File: config.mk
export PLATFORM = sky130hd
export DESIGN_NAME = cpmw_top
export DESIGN_NICKNAME = d
export VERILOG_FILES = /design/src/design/cpmw_pkg.sv /design/src/design/cpmw_sync.sv /design/src/design/cpmw_top.sv
export SDC_FILE = /design/constraint.sdc
export NUM_CORES = 1
export LEC_CHECK = 0
export ABC_CLOCK_PERIOD_IN_PS = 5100
export BUFFER_PORTS_ARGS = -buffer_cell sky130_fd_sc_hd__buf_4
export CORE_MARGIN = 2
export CORE_UTILIZATION = 45
export CTS_CLUSTER_DIAMETER = 80
export DETAILED_ROUTE_END_ITERATION = 16
export PLACE_DENSITY_LB_ADDON = 0.25
export SETUP_SLACK_MARGIN = 0.5
export SLEW_MARGIN = 10
export SYNTH_ARGS = -nofsm -noshare
export SYNTH_HDL_FRONTEND = slang
export SYNTH_SLANG_ARGS = --single-unit
File: constraint.sdc
create_clock -name clk_sys -period 5.1 [get_ports clk_sys]
set_input_delay 0.255 -clock clk_sys [delete_from_list [all_inputs] [get_ports clk_sys]]
set_output_delay 0.255 -clock clk_sys [all_outputs]
set_load 0.1 [all_outputs]
File: src/design/cpmw_pkg.sv
package cpmw_pkg;

  // AXI4-Lite register map (byte addresses)
  localparam logic [7:0] CPMW_OFS_CTRL   = 8'h00;
  localparam logic [7:0] CPMW_OFS_STATUS = 8'h04;
  localparam logic [7:0] CPMW_OFS_IRQ    = 8'h08;
  localparam logic [7:0] CPMW_OFS_MASK   = 8'h0C;
  localparam logic [7:0] CPMW_OFS_WAKEF  = 8'h10;
  localparam logic [7:0] CPMW_OFS_DTO    = 8'h14;

  // Interrupt status bit positions
  localparam int CPMW_IRQ_WAKE    = 0;
  localparam int CPMW_IRQ_TIMEOUT = 1;
  localparam int CPMW_IRQ_MODE    = 2;
  localparam int CPMW_IRQ_W       = 3;

  // Control bit positions
  localparam int CPMW_CTRL_TO_EN = 0;

  localparam int CPMW_CNT_W = 32;

  // Clock and times
  localparam int CPMW_CLK_PERIOD_PS = 5000;
  localparam int CPMW_WAKE_FILTER_NS = 5000;
  localparam int CPMW_DOM_TIMEOUT_US = 1000;
  // Wake filter is a least time: rounds up
  localparam int CPMW_WAKE_FILTER_CYC =
    (CPMW_WAKE_FILTER_NS * 1000 + CPMW_CLK_PERIOD_PS - 1) / CPMW_CLK_PERIOD_PS;
  // Dominant timeout is a longest time: rounds down
  localparam int CPMW_DOM_TIMEOUT_CYC =
    (CPMW_DOM_TIMEOUT_US * 1000000) / CPMW_CLK_PERIOD_PS;

  localparam logic [31:0] CPMW_RST_CTRL = 32'h0000_0001;
  localparam logic [31:0] CPMW_RST_MASK = 32'h0000_0000;

  localparam logic [1:0] CPMW_RESP_OKAY   = 2'h0;
  localparam logic [1:0] CPMW_RESP_SLVERR = 2'h2;

  typedef enum logic [1:0] {
    CPMW_NORMAL,
    CPMW_STANDBY
  } cpmw_mode_t;

endpackage

File: src/design/cpmw_sync.sv
`timescale 1ns/1ps
// Two-flop synchroniser per bit
module cpmw_sync #(
  parameter int          W         = 1,
  parameter logic [W-1:0] RST_VAL  = '0
) (
  input  wire logic         clk_sys,
  input  wire logic         rst_n,
  input  wire logic [W-1:0] async_in,
  output logic      [W-1:0] sync_out
);

  logic [W-1:0] meta_q;

  genvar i;
  generate
    for (i = 0; i < W; i++) begin : g_bit
      always_ff @(posedge clk_sys or negedge rst_n) begin
        if (!rst_n) begin
          meta_q[i]   <= RST_VAL[i];
          sync_out[i] <= RST_VAL[i];
        end else begin
          meta_q[i]   <= async_in[i];
          sync_out[i] <= meta_q[i];
        end
      end
    end
  endgenerate

endmodule

File: src/design/cpmw_top.sv
// Behaviour
// - Low power select low gives normal mode with driver and main receiver on.
// - Low power select high gives standby with driver and receiver off, only the wake monitor on.
// - In normal mode the bus is driven dominant while the transmit bit is low, recessive while high.
// - In normal mode the receive bit is low on a dominant bus and high on a recessive bus.
// - In standby the receive bit is low while a wake-up request is pending and high otherwise.
// - In standby only a dominant period longer than the wake filter time raises a wake-up request.
// - In standby both bus lines get weak pull-downs and the common-mode output is off.
// - In normal mode the common-mode output is on and the bus stays recessive when not driven.
// - With low power select high or open the transmit bit is ignored and the bus is pulled down weakly.
// - A dominant transmit bit held past the dominant timeout disables the driver until it goes recessive; a bit low on entry to normal mode is never timed out.
// - An open low power select reads as high and an open transmit bit reads as recessive.
//
// The address map and the AXI4-Lite slave port were chosen for this implementation.
`timescale 1ns/1ps
module cpmw_top
  import cpmw_pkg::*;
#(
  parameter int WAKE_FILTER_CYC = cpmw_pkg::CPMW_WAKE_FILTER_CYC,
  parameter int DOM_TIMEOUT_CYC = cpmw_pkg::CPMW_DOM_TIMEOUT_CYC
) (
  input  wire logic        clk_sys,
  input  wire logic        rst_n,
  input  wire logic        tx_bit,
  input  wire logic        tx_bit_open,
  input  wire logic        low_power_select,
  input  wire logic        low_power_select_open,
  output logic             rx_bit,
  input  wire logic        bus_dominant,
  output logic             bus_drive_dominant,
  output logic             bus_pulldown_en,
  output logic             split_en,
  output logic             main_rx_en,
  output logic             wake_rx_en,
  output logic             irq,
  input  wire logic [7:0]  s_axil_awaddr,
  input  wire logic        s_axil_awvalid,
  output logic             s_axil_awready,
  input  wire logic [31:0] s_axil_wdata,
  input  wire logic [3:0]  s_axil_wstrb,
  input  wire logic        s_axil_wvalid,
  output logic             s_axil_wready,
  output logic [1:0]       s_axil_bresp,
  output logic             s_axil_bvalid,
  input  wire logic        s_axil_bready,
  input  wire logic [7:0]  s_axil_araddr,
  input  wire logic        s_axil_arvalid,
  output logic             s_axil_arready,
  output logic [31:0]      s_axil_rdata,
  output logic [1:0]       s_axil_rresp,
  output logic             s_axil_rvalid,
  input  wire logic        s_axil_rready
);
  import cpmw_pkg::*;

  localparam logic [2:0] SYNC_RST = 3'b011;

  logic [2:0] sync_in;
  logic [2:0] sync_out;
  logic       tx_s;
  logic       lps_s;
  logic       dom_s;

  // Pins come from outside; reset values make the idle state standby and recessive
  assign sync_in = {bus_dominant, tx_bit | tx_bit_open, low_power_select | low_power_select_open};

  cpmw_sync #(
    .W       (3),
    .RST_VAL (SYNC_RST)
  ) u_sync (
    .clk_sys  (clk_sys),
    .rst_n    (rst_n),
    .async_in (sync_in),
    .sync_out (sync_out)
  );

  assign lps_s = sync_out[0];
  assign tx_s  = sync_out[1];
  assign dom_s = sync_out[2];

  cpmw_mode_t mode_q;
  logic       tx_prev_q;
  logic       to_active_q;
  logic [CPMW_CNT_W-1:0] dto_cnt_q;
  logic [CPMW_CNT_W-1:0] wake_cnt_q;
  logic       wake_pend_q;
  logic [31:0] ctrl_q;
  logic [CPMW_IRQ_W-1:0] irq_stat_q;
  logic [CPMW_IRQ_W-1:0] irq_mask_q;
  logic [CPMW_CNT_W-1:0] wake_lim_q;
  logic [CPMW_CNT_W-1:0] dto_lim_q;
  logic       wake_evt;
  logic       to_evt;
  logic       mode_evt;

  // Mode follows the select pin directly
  always_ff @(posedge clk_sys or negedge rst_n) begin
    if (!rst_n) begin
      mode_q <= CPMW_STANDBY;
    end else begin
      mode_q <= lps_s ? CPMW_STANDBY : CPMW_NORMAL;
    end
  end
  assign mode_evt = (mode_q == CPMW_NORMAL) == lps_s;

  // Dominant timeout: started by falling edge, cleared by recessive input
  always_ff @(posedge clk_sys or negedge rst_n) begin
    if (!rst_n) begin
      tx_prev_q   <= 1'b1;
      dto_cnt_q   <= '0;
      to_active_q <= 1'b0;
    end else begin
      tx_prev_q <= tx_s;
      if (tx_s || mode_q != CPMW_NORMAL) begin
        dto_cnt_q   <= '0;
        to_active_q <= 1'b0;
      end else if (tx_prev_q && !tx_s) begin
        dto_cnt_q <= CPMW_CNT_W'(1);
      end else if (dto_cnt_q != '0 && !to_active_q) begin
        if (ctrl_q[CPMW_CTRL_TO_EN] && dto_cnt_q >= dto_lim_q) begin
          to_active_q <= 1'b1;
        end else begin
          dto_cnt_q <= dto_cnt_q + CPMW_CNT_W'(1);
        end
      end
    end
  end
  assign to_evt = ctrl_q[CPMW_CTRL_TO_EN] && !to_active_q && dto_cnt_q != '0
                  && dto_cnt_q >= dto_lim_q && !tx_s && mode_q == CPMW_NORMAL;

  // Wake filter counts dominant cycles in standby; request sticks until normal mode
  always_ff @(posedge clk_sys or negedge rst_n) begin
    if (!rst_n) begin
      wake_cnt_q  <= '0;
      wake_pend_q <= 1'b0;
    end else if (mode_q != CPMW_STANDBY) begin
      wake_cnt_q  <= '0;
      wake_pend_q <= 1'b0;
    end else if (!dom_s) begin
      wake_cnt_q <= '0;
    end else if (wake_cnt_q >= wake_lim_q) begin
      wake_pend_q <= 1'b1;
    end else begin
      wake_cnt_q <= wake_cnt_q + CPMW_CNT_W'(1);
    end
  end
  // Fires on the first dominant sample beyond the limit, so a pulse of exactly the limit is ignored
  assign wake_evt = mode_q == CPMW_STANDBY && dom_s && wake_cnt_q >= wake_lim_q && !wake_pend_q;

  // Pin outputs from flops
  always_ff @(posedge clk_sys or negedge rst_n) begin
    if (!rst_n) begin
      rx_bit             <= 1'b1;
      bus_drive_dominant <= 1'b0;
      bus_pulldown_en    <= 1'b1;
      split_en           <= 1'b0;
      main_rx_en         <= 1'b0;
      wake_rx_en         <= 1'b1;
    end else if (mode_q == CPMW_NORMAL) begin
      rx_bit             <= !dom_s;
      bus_drive_dominant <= !tx_s && !to_active_q && !to_evt;
      bus_pulldown_en    <= 1'b0;
      split_en           <= 1'b1;
      main_rx_en         <= 1'b1;
      wake_rx_en         <= 1'b0;
    end else begin
      rx_bit             <= !(wake_pend_q || wake_evt);
      bus_drive_dominant <= 1'b0;
      bus_pulldown_en    <= 1'b1;
      split_en           <= 1'b0;
      main_rx_en         <= 1'b0;
      wake_rx_en         <= 1'b1;
    end
  end

  // AXI4-Lite slave: one write and one read at a time
  logic       aw_hold_q;
  logic       w_hold_q;
  logic [7:0] aw_addr_q;
  logic [31:0] w_data_q;
  logic [3:0] w_strb_q;
  logic       wr_go;
  logic       wr_hit;
  logic [CPMW_IRQ_W-1:0] w1c;

  assign s_axil_awready = !aw_hold_q && !s_axil_bvalid;
  assign s_axil_wready  = !w_hold_q && !s_axil_bvalid;
  assign wr_go = aw_hold_q && w_hold_q;

  always_ff @(posedge clk_sys or negedge rst_n) begin
    if (!rst_n) begin
      aw_hold_q     <= 1'b0;
      w_hold_q      <= 1'b0;
      aw_addr_q     <= '0;
      w_data_q      <= '0;
      w_strb_q      <= '0;
      s_axil_bvalid <= 1'b0;
      s_axil_bresp  <= CPMW_RESP_OKAY;
    end else begin
      if (s_axil_awvalid && s_axil_awready) begin
        aw_hold_q <= 1'b1;
        aw_addr_q <= s_axil_awaddr;
      end
      if (s_axil_wvalid && s_axil_wready) begin
        w_hold_q <= 1'b1;
        w_data_q <= s_axil_wdata;
        w_strb_q <= s_axil_wstrb;
      end
      if (wr_go) begin
        aw_hold_q     <= 1'b0;
        w_hold_q      <= 1'b0;
        s_axil_bvalid <= 1'b1;
        s_axil_bresp  <= wr_hit ? CPMW_RESP_OKAY : CPMW_RESP_SLVERR;
      end else if (s_axil_bvalid && s_axil_bready) begin
        s_axil_bvalid <= 1'b0;
      end
    end
  end

  always_comb begin
    unique case (aw_addr_q)
      CPMW_OFS_CTRL, CPMW_OFS_IRQ, CPMW_OFS_MASK, CPMW_OFS_WAKEF, CPMW_OFS_DTO, CPMW_OFS_STATUS: wr_hit = 1'b1;
      default: wr_hit = 1'b0;
    endcase
  end

  function automatic logic [31:0] merge(input logic [31:0] old, input logic [31:0] nw, input logic [3:0] be);
    logic [31:0] r;
    r = old;
    for (int b = 0; b < 4; b++) begin
      if (be[b]) begin
        r[8*b +: 8] = nw[8*b +: 8];
      end
    end
    return r;
  endfunction

  always_ff @(posedge clk_sys or negedge rst_n) begin
    if (!rst_n) begin
      ctrl_q     <= CPMW_RST_CTRL;
      irq_mask_q <= CPMW_RST_MASK[CPMW_IRQ_W-1:0];
      wake_lim_q <= CPMW_CNT_W'(WAKE_FILTER_CYC);
      dto_lim_q  <= CPMW_CNT_W'(DOM_TIMEOUT_CYC);
    end else if (wr_go) begin
      unique case (aw_addr_q)
        CPMW_OFS_CTRL:  ctrl_q     <= merge(ctrl_q, w_data_q, w_strb_q);
        CPMW_OFS_MASK:  irq_mask_q <= w_strb_q[0] ? w_data_q[CPMW_IRQ_W-1:0] : irq_mask_q;
        CPMW_OFS_WAKEF: wake_lim_q <= merge(wake_lim_q, w_data_q, w_strb_q);
        CPMW_OFS_DTO:   dto_lim_q  <= merge(dto_lim_q, w_data_q, w_strb_q);
        default: ;
      endcase
    end
  end

  // Write-one-to-clear; a new event in the same cycle wins
  assign w1c = (wr_go && aw_addr_q == CPMW_OFS_IRQ && w_strb_q[0]) ? w_data_q[CPMW_IRQ_W-1:0] : '0;
  always_ff @(posedge clk_sys or negedge rst_n) begin
    if (!rst_n) begin
      irq_stat_q <= '0;
    end else begin
      irq_stat_q <= (irq_stat_q & ~w1c) | {mode_evt, to_evt, wake_evt};
    end
  end
  assign irq = |(irq_stat_q & irq_mask_q);

  assign s_axil_arready = !s_axil_rvalid;
  always_ff @(posedge clk_sys or negedge rst_n) begin
    if (!rst_n) begin
      s_axil_rvalid <= 1'b0;
      s_axil_rdata  <= '0;
      s_axil_rresp  <= CPMW_RESP_OKAY;
    end else if (s_axil_arvalid && s_axil_arready) begin
      s_axil_rvalid <= 1'b1;
      s_axil_rresp  <= CPMW_RESP_OKAY;
      unique case (s_axil_araddr)
        CPMW_OFS_CTRL:   s_axil_rdata <= ctrl_q;
        CPMW_OFS_STATUS: s_axil_rdata <= {26'h0, wake_pend_q, to_active_q, !tx_s, dom_s, lps_s,
                                          mode_q == CPMW_STANDBY};
        CPMW_OFS_IRQ:    s_axil_rdata <= {29'h0, irq_stat_q};
        CPMW_OFS_MASK:   s_axil_rdata <= {29'h0, irq_mask_q};
        CPMW_OFS_WAKEF:  s_axil_rdata <= wake_lim_q;
        CPMW_OFS_DTO:    s_axil_rdata <= dto_lim_q;
        default: begin
          s_axil_rdata <= 32'h0000_0000;
          s_axil_rresp <= CPMW_RESP_SLVERR;
        end
      endcase
    end else if (s_axil_rvalid && s_axil_rready) begin
      s_axil_rvalid <= 1'b0;
    end
  end

  chk_standby_drive: assert property (@(posedge clk_sys) disable iff (!rst_n)
    mode_q == CPMW_STANDBY |=> !bus_drive_dominant && bus_pulldown_en && !split_en)
    else $error("standby outputs wrong");
  chk_normal_split: assert property (@(posedge clk_sys) disable iff (!rst_n)
    mode_q == CPMW_NORMAL |=> split_en && !bus_pulldown_en && main_rx_en)
    else $error("normal outputs wrong");
  chk_rx_follow: assert property (@(posedge clk_sys) disable iff (!rst_n)
    mode_q == CPMW_NORMAL && dom_s |=> !rx_bit)
    else $error("rx does not follow bus");
  chk_tx_drive: assert property (@(posedge clk_sys) disable iff (!rst_n)
    mode_q == CPMW_NORMAL && tx_s |=> !bus_drive_dominant)
    else $error("recessive tx drove bus");
  chk_mode_select: assert property (@(posedge clk_sys) disable iff (!rst_n)
    lps_s |=> mode_q == CPMW_STANDBY)
    else $error("standby not entered");
  chk_wake_short: assert property (@(posedge clk_sys) disable iff (!rst_n)
    mode_q == CPMW_STANDBY && !wake_pend_q && !dom_s |=> !wake_pend_q)
    else $error("wake without dominant");
  chk_wake_rx: assert property (@(posedge clk_sys) disable iff (!rst_n)
    mode_q == CPMW_STANDBY && $past(mode_q) == CPMW_STANDBY && wake_pend_q |=> !rx_bit)
    else $error("pending wake not shown");
  chk_timeout_off: assert property (@(posedge clk_sys) disable iff (!rst_n)
    to_active_q && !tx_s |=> !bus_drive_dominant)
    else $error("driver on after timeout");
  chk_normal_mode: assert property (@(posedge clk_sys) disable iff (!rst_n)
    !lps_s |=> mode_q == CPMW_NORMAL)
    else $error("normal not entered");

  cov_wake: cover property (@(posedge clk_sys) disable iff (!rst_n) $rose(wake_pend_q));
  cov_timeout: cover property (@(posedge clk_sys) disable iff (!rst_n) $rose(to_active_q));
  cov_irq: cover property (@(posedge clk_sys) disable iff (!rst_n) $rose(irq));

endmodule

==> metrics.md <==
| Metric | Value |
|---|---|
| Yosys warnings | `0` |
| Total CTS buffers | `29` |
| WL/cell | `18.64 µm` |
| Worst-path fanout max | `39` |
| Setup tns final | `0 ps` |
| Syn-to-layout area delta | `19.90%` |
| Worst reg2reg path endpoint | `wake_cnt_q[13]` |
| RSZ-0062 raised after global routing | `false` |
| Most common cell after layout, fill and taps aside | `dfrtp_1` |
| H-tree depth | `1` |
| Worst-path clk slew | `60 ps` |
| TritonCTS sink count | `262` |
| Finished Cell Area | `15,870 µm²` |
| Commonest non-fill, non-tap cells in the layout | `dfrtp_1, nand2_1, o21ai_0, buf_4, mux2_2` |
| Max Cap Viol | `0` |
| Post-route DRC violation count | `0` |
| GPL Wtd Cong | `0.8667` |
| Status | `finished clean` |
| Initial antenna violation count | `0` |
| FF/Latch Area | `6583 µm²` |
| Placed cell area | `14,370 µm²` |
| Hold slack | `38.22 ps` |
| Worst setup margin | `1667 ps` |
| Final Util | `0.5499` |
| Final ANT Viol Nets | `0` |
| Via density | `5.664` |
| Largest net degree at the start of global routing | `77` |
| Nature of the critical path endpoint | `flop` |
| # rows | `62` |
| Final HPWL DP | `24.21 mm` |
| CTS tree | `built` |
| Worst setup path class | `flop to flop` |
| Final Skew | `12.26 ps` |
| DRT Pass-1 Iters | `5` |
| Die Width | `175.5 µm` |
| Fillers | `2,564` |
| Final std cells w/o fill | `1,847` |
| Fin. max-slew vios | `0` |
| Crit share post-route | `0.6732` |
| Hold Path Class | `primary input to flop` |
| Crit. Startpoint | `wake_lim_q[9]` |
| Via count of the first global-routing pass | `10,220` |
| Startpoint Class | `flop` |
| R2r setup slk | `1670 ps` |
| First-pass GRT wire length | `55.17 mm` |
| CP arrival | `3890 ps` |
| Hold Startpoint | `s_axil_araddr[5]` |
| CP required | `5560 ps` |
| Gr usage total | `0.2245` |
| Maximum vdd ir drop | `298.1 µV` |
| Die Footprint | `30,800 µm²` |
| Syn Area/Cell | `10.17 µm²` |
| Final min period | `3433 ps` |
| Proportion of layout cells with a drive suffix above 1 | `0.2276` |
| Port bufs | `109` |
| Synthesized flop and latch total | `262` |
| Number of antenna cells inserted | `0` |
| Final Power | `6.210 mW` |
| Synth cell types | `62` |
| Clock root buffer | `clkbuf_16` |
| CTS-repair resized insts | `0` |
| Inst Count DP | `1,741` |
| Starting Density | `0.4587` |
| Worst-Skew Late Latency | `540 ps` |
| Worst R2R Path Depth | `9` |
| Bufs on Longest Clock Path | `3` |
| Synth Cell Area | `13,240 µm²` |
| Post CTS Setup Buffer Count | `0` |
| Footprint of the multi-input gates | `6106 µm²` |
| Synth Flop Type | `dfrtp_1` |
| Pwr Density | `391.3 nW/µm²` |
| Post-synth EDFFs | `0` |
| Post-synthesis sequential area ratio | `0.4973` |
| Synthesized instance count | `1,302` |
| Initial DRC Count | `861` |
| Io pins | `112` |
| Nets | `1,572` |
| Reg-to-Reg Start | `wake_lim_q[9]` |
| Grt total ovfl | `0` |
| Least-Margin Pin Slew | `1177 ps` |
| Slew HR | `0.2154` |
| Fmax | `0.2913 GHz` |
| Via count | `10,460` |
| Final Hold Fails | `0` |
| Total routed wirelength | `34.43 mm` |
| Post-synth ARST share | `1.000` |
| # setup viols final | `0` |
| CORE AREA | `28,860 µm²` |
| Leakage power | `7.135 nW` |
| Die Height | `175.5 µm` |
| Place WS | `1714 ps` |
| Setup crit end | `wake_cnt_q[13]` |
## per-layer routing
| metal | vias to the layer above | wire (µm) | track usage |
|---|---|---|---|
| met2 | 266 | 15660 | 0.3465 |
| met1 | 5199 | 16020 | 0.3321 |
| met4 | 0 | 1039 | 0.06543 |
| met5 | - | 0 | 0 |
| met3 | 53 | 1707 | 0.02900 |
| li1 | 4944 | - | - |
## state kept, by name (all words and copies together) (netlist names), 3 cells and up
signal,count
dto_lim_q,32
irq_stat_q,3
wake_cnt_q,32
irq_mask_q,3
u_sync.meta_q,3
u_sync.sync_out,3
aw_addr_q,8
ctrl_q,32
w_strb_q,4
w_data_q,32
dto_cnt_q,32
s_axil_rdata,32
wake_lim_q,32
## critical path, stage by stage (launching register included)
cell and delay, ps:
dfstp_2 540, inv_1 50, ha_1 290, a21o_1 120
nand3_1 90, a2111oi_0 420, o31a_1 500, or2_1 890
o21ai_0 250, a21oi_1 200
## worst min-delay path by stage
stage	slack, ps	depth (start not counted)	endpoint
6_report	40	3	s_axil_rresp[1]
5_1_grt	40	3	s_axil_rresp[1]
4_1_cts	20	3	s_axil_rresp[1]
3_5_place_dp	270	1	u_sync.meta_q[2]
3_3_place_gp	270	1	u_sync.meta_q[2]
2_1_floorplan	-40	0	aw_addr_q[0]
## timing repair
action	CTS	global route
setup endpoints to repair	0	0
hold buffers	53	0
endpoints found under the hold margin	119	0
## Yosys cell counts, drive strengths merged (7+ instances only)
master / n / area (µm²)
a31oi: 10 / 62.56
nand4: 27 / 183.9
and2: 12 / 75.07
and4: 10 / 87.58
nor2: 59 / 221.5
nor3: 21 / 110.1
dfrtp: 241 / 6031
or4: 13 / 97.59
dfstp: 21 / 551.8
o21ai: 118 / 590.6
or3: 9 / 56.30
ha: 67 / 838.3
mux2: 115 / 1295
inv: 81 / 304.0
a31o: 17 / 148.9
a22oi: 28 / 210.2
a21oi: 62 / 310.3
clkbuf: 48 / 180.2
nand3: 33 / 165.2
nand2: 174 / 653.1
and3: 15 / 95.09
buf: 17 / 96.34
nor4: 14 / 123.9
xnor2: 14 / 122.6
o31ai: 9 / 67.56
a41o: 7 / 70.07
## where the power goes
group	internal [mW]	total, mW	switching (mW)
clock network	1.27	2.12	0.850
logic	0.492	1.36	0.871
registers	2.38	2.73	0.350
## layout make-up
| class | instances | area share |
|---|---|---|
| clock buffer | 42 | 0.05196 |
| clock inverter | 11 | 0.008909 |
| inverter | 81 | 0.01916 |
| multi-input combinational | 895 | 0.3847 |
| sequential | 262 | 0.4148 |
| tap | 384 | 0.03027 |
| timing repair buffer | 172 | 0.09019 |
## logic make-up after synthesis
group           count (synthesis)  synth area share
other cells                     1         0.0002833
fa+ha+maj                      67           0.06333
compound gates                286            0.1325
xor+xnor                       14          0.009264
simple gates                  408            0.1524
mux                           118            0.1010
flops                         262            0.4973
buf+inv                       146           0.04386
Power figures use the tool's default switching activity.
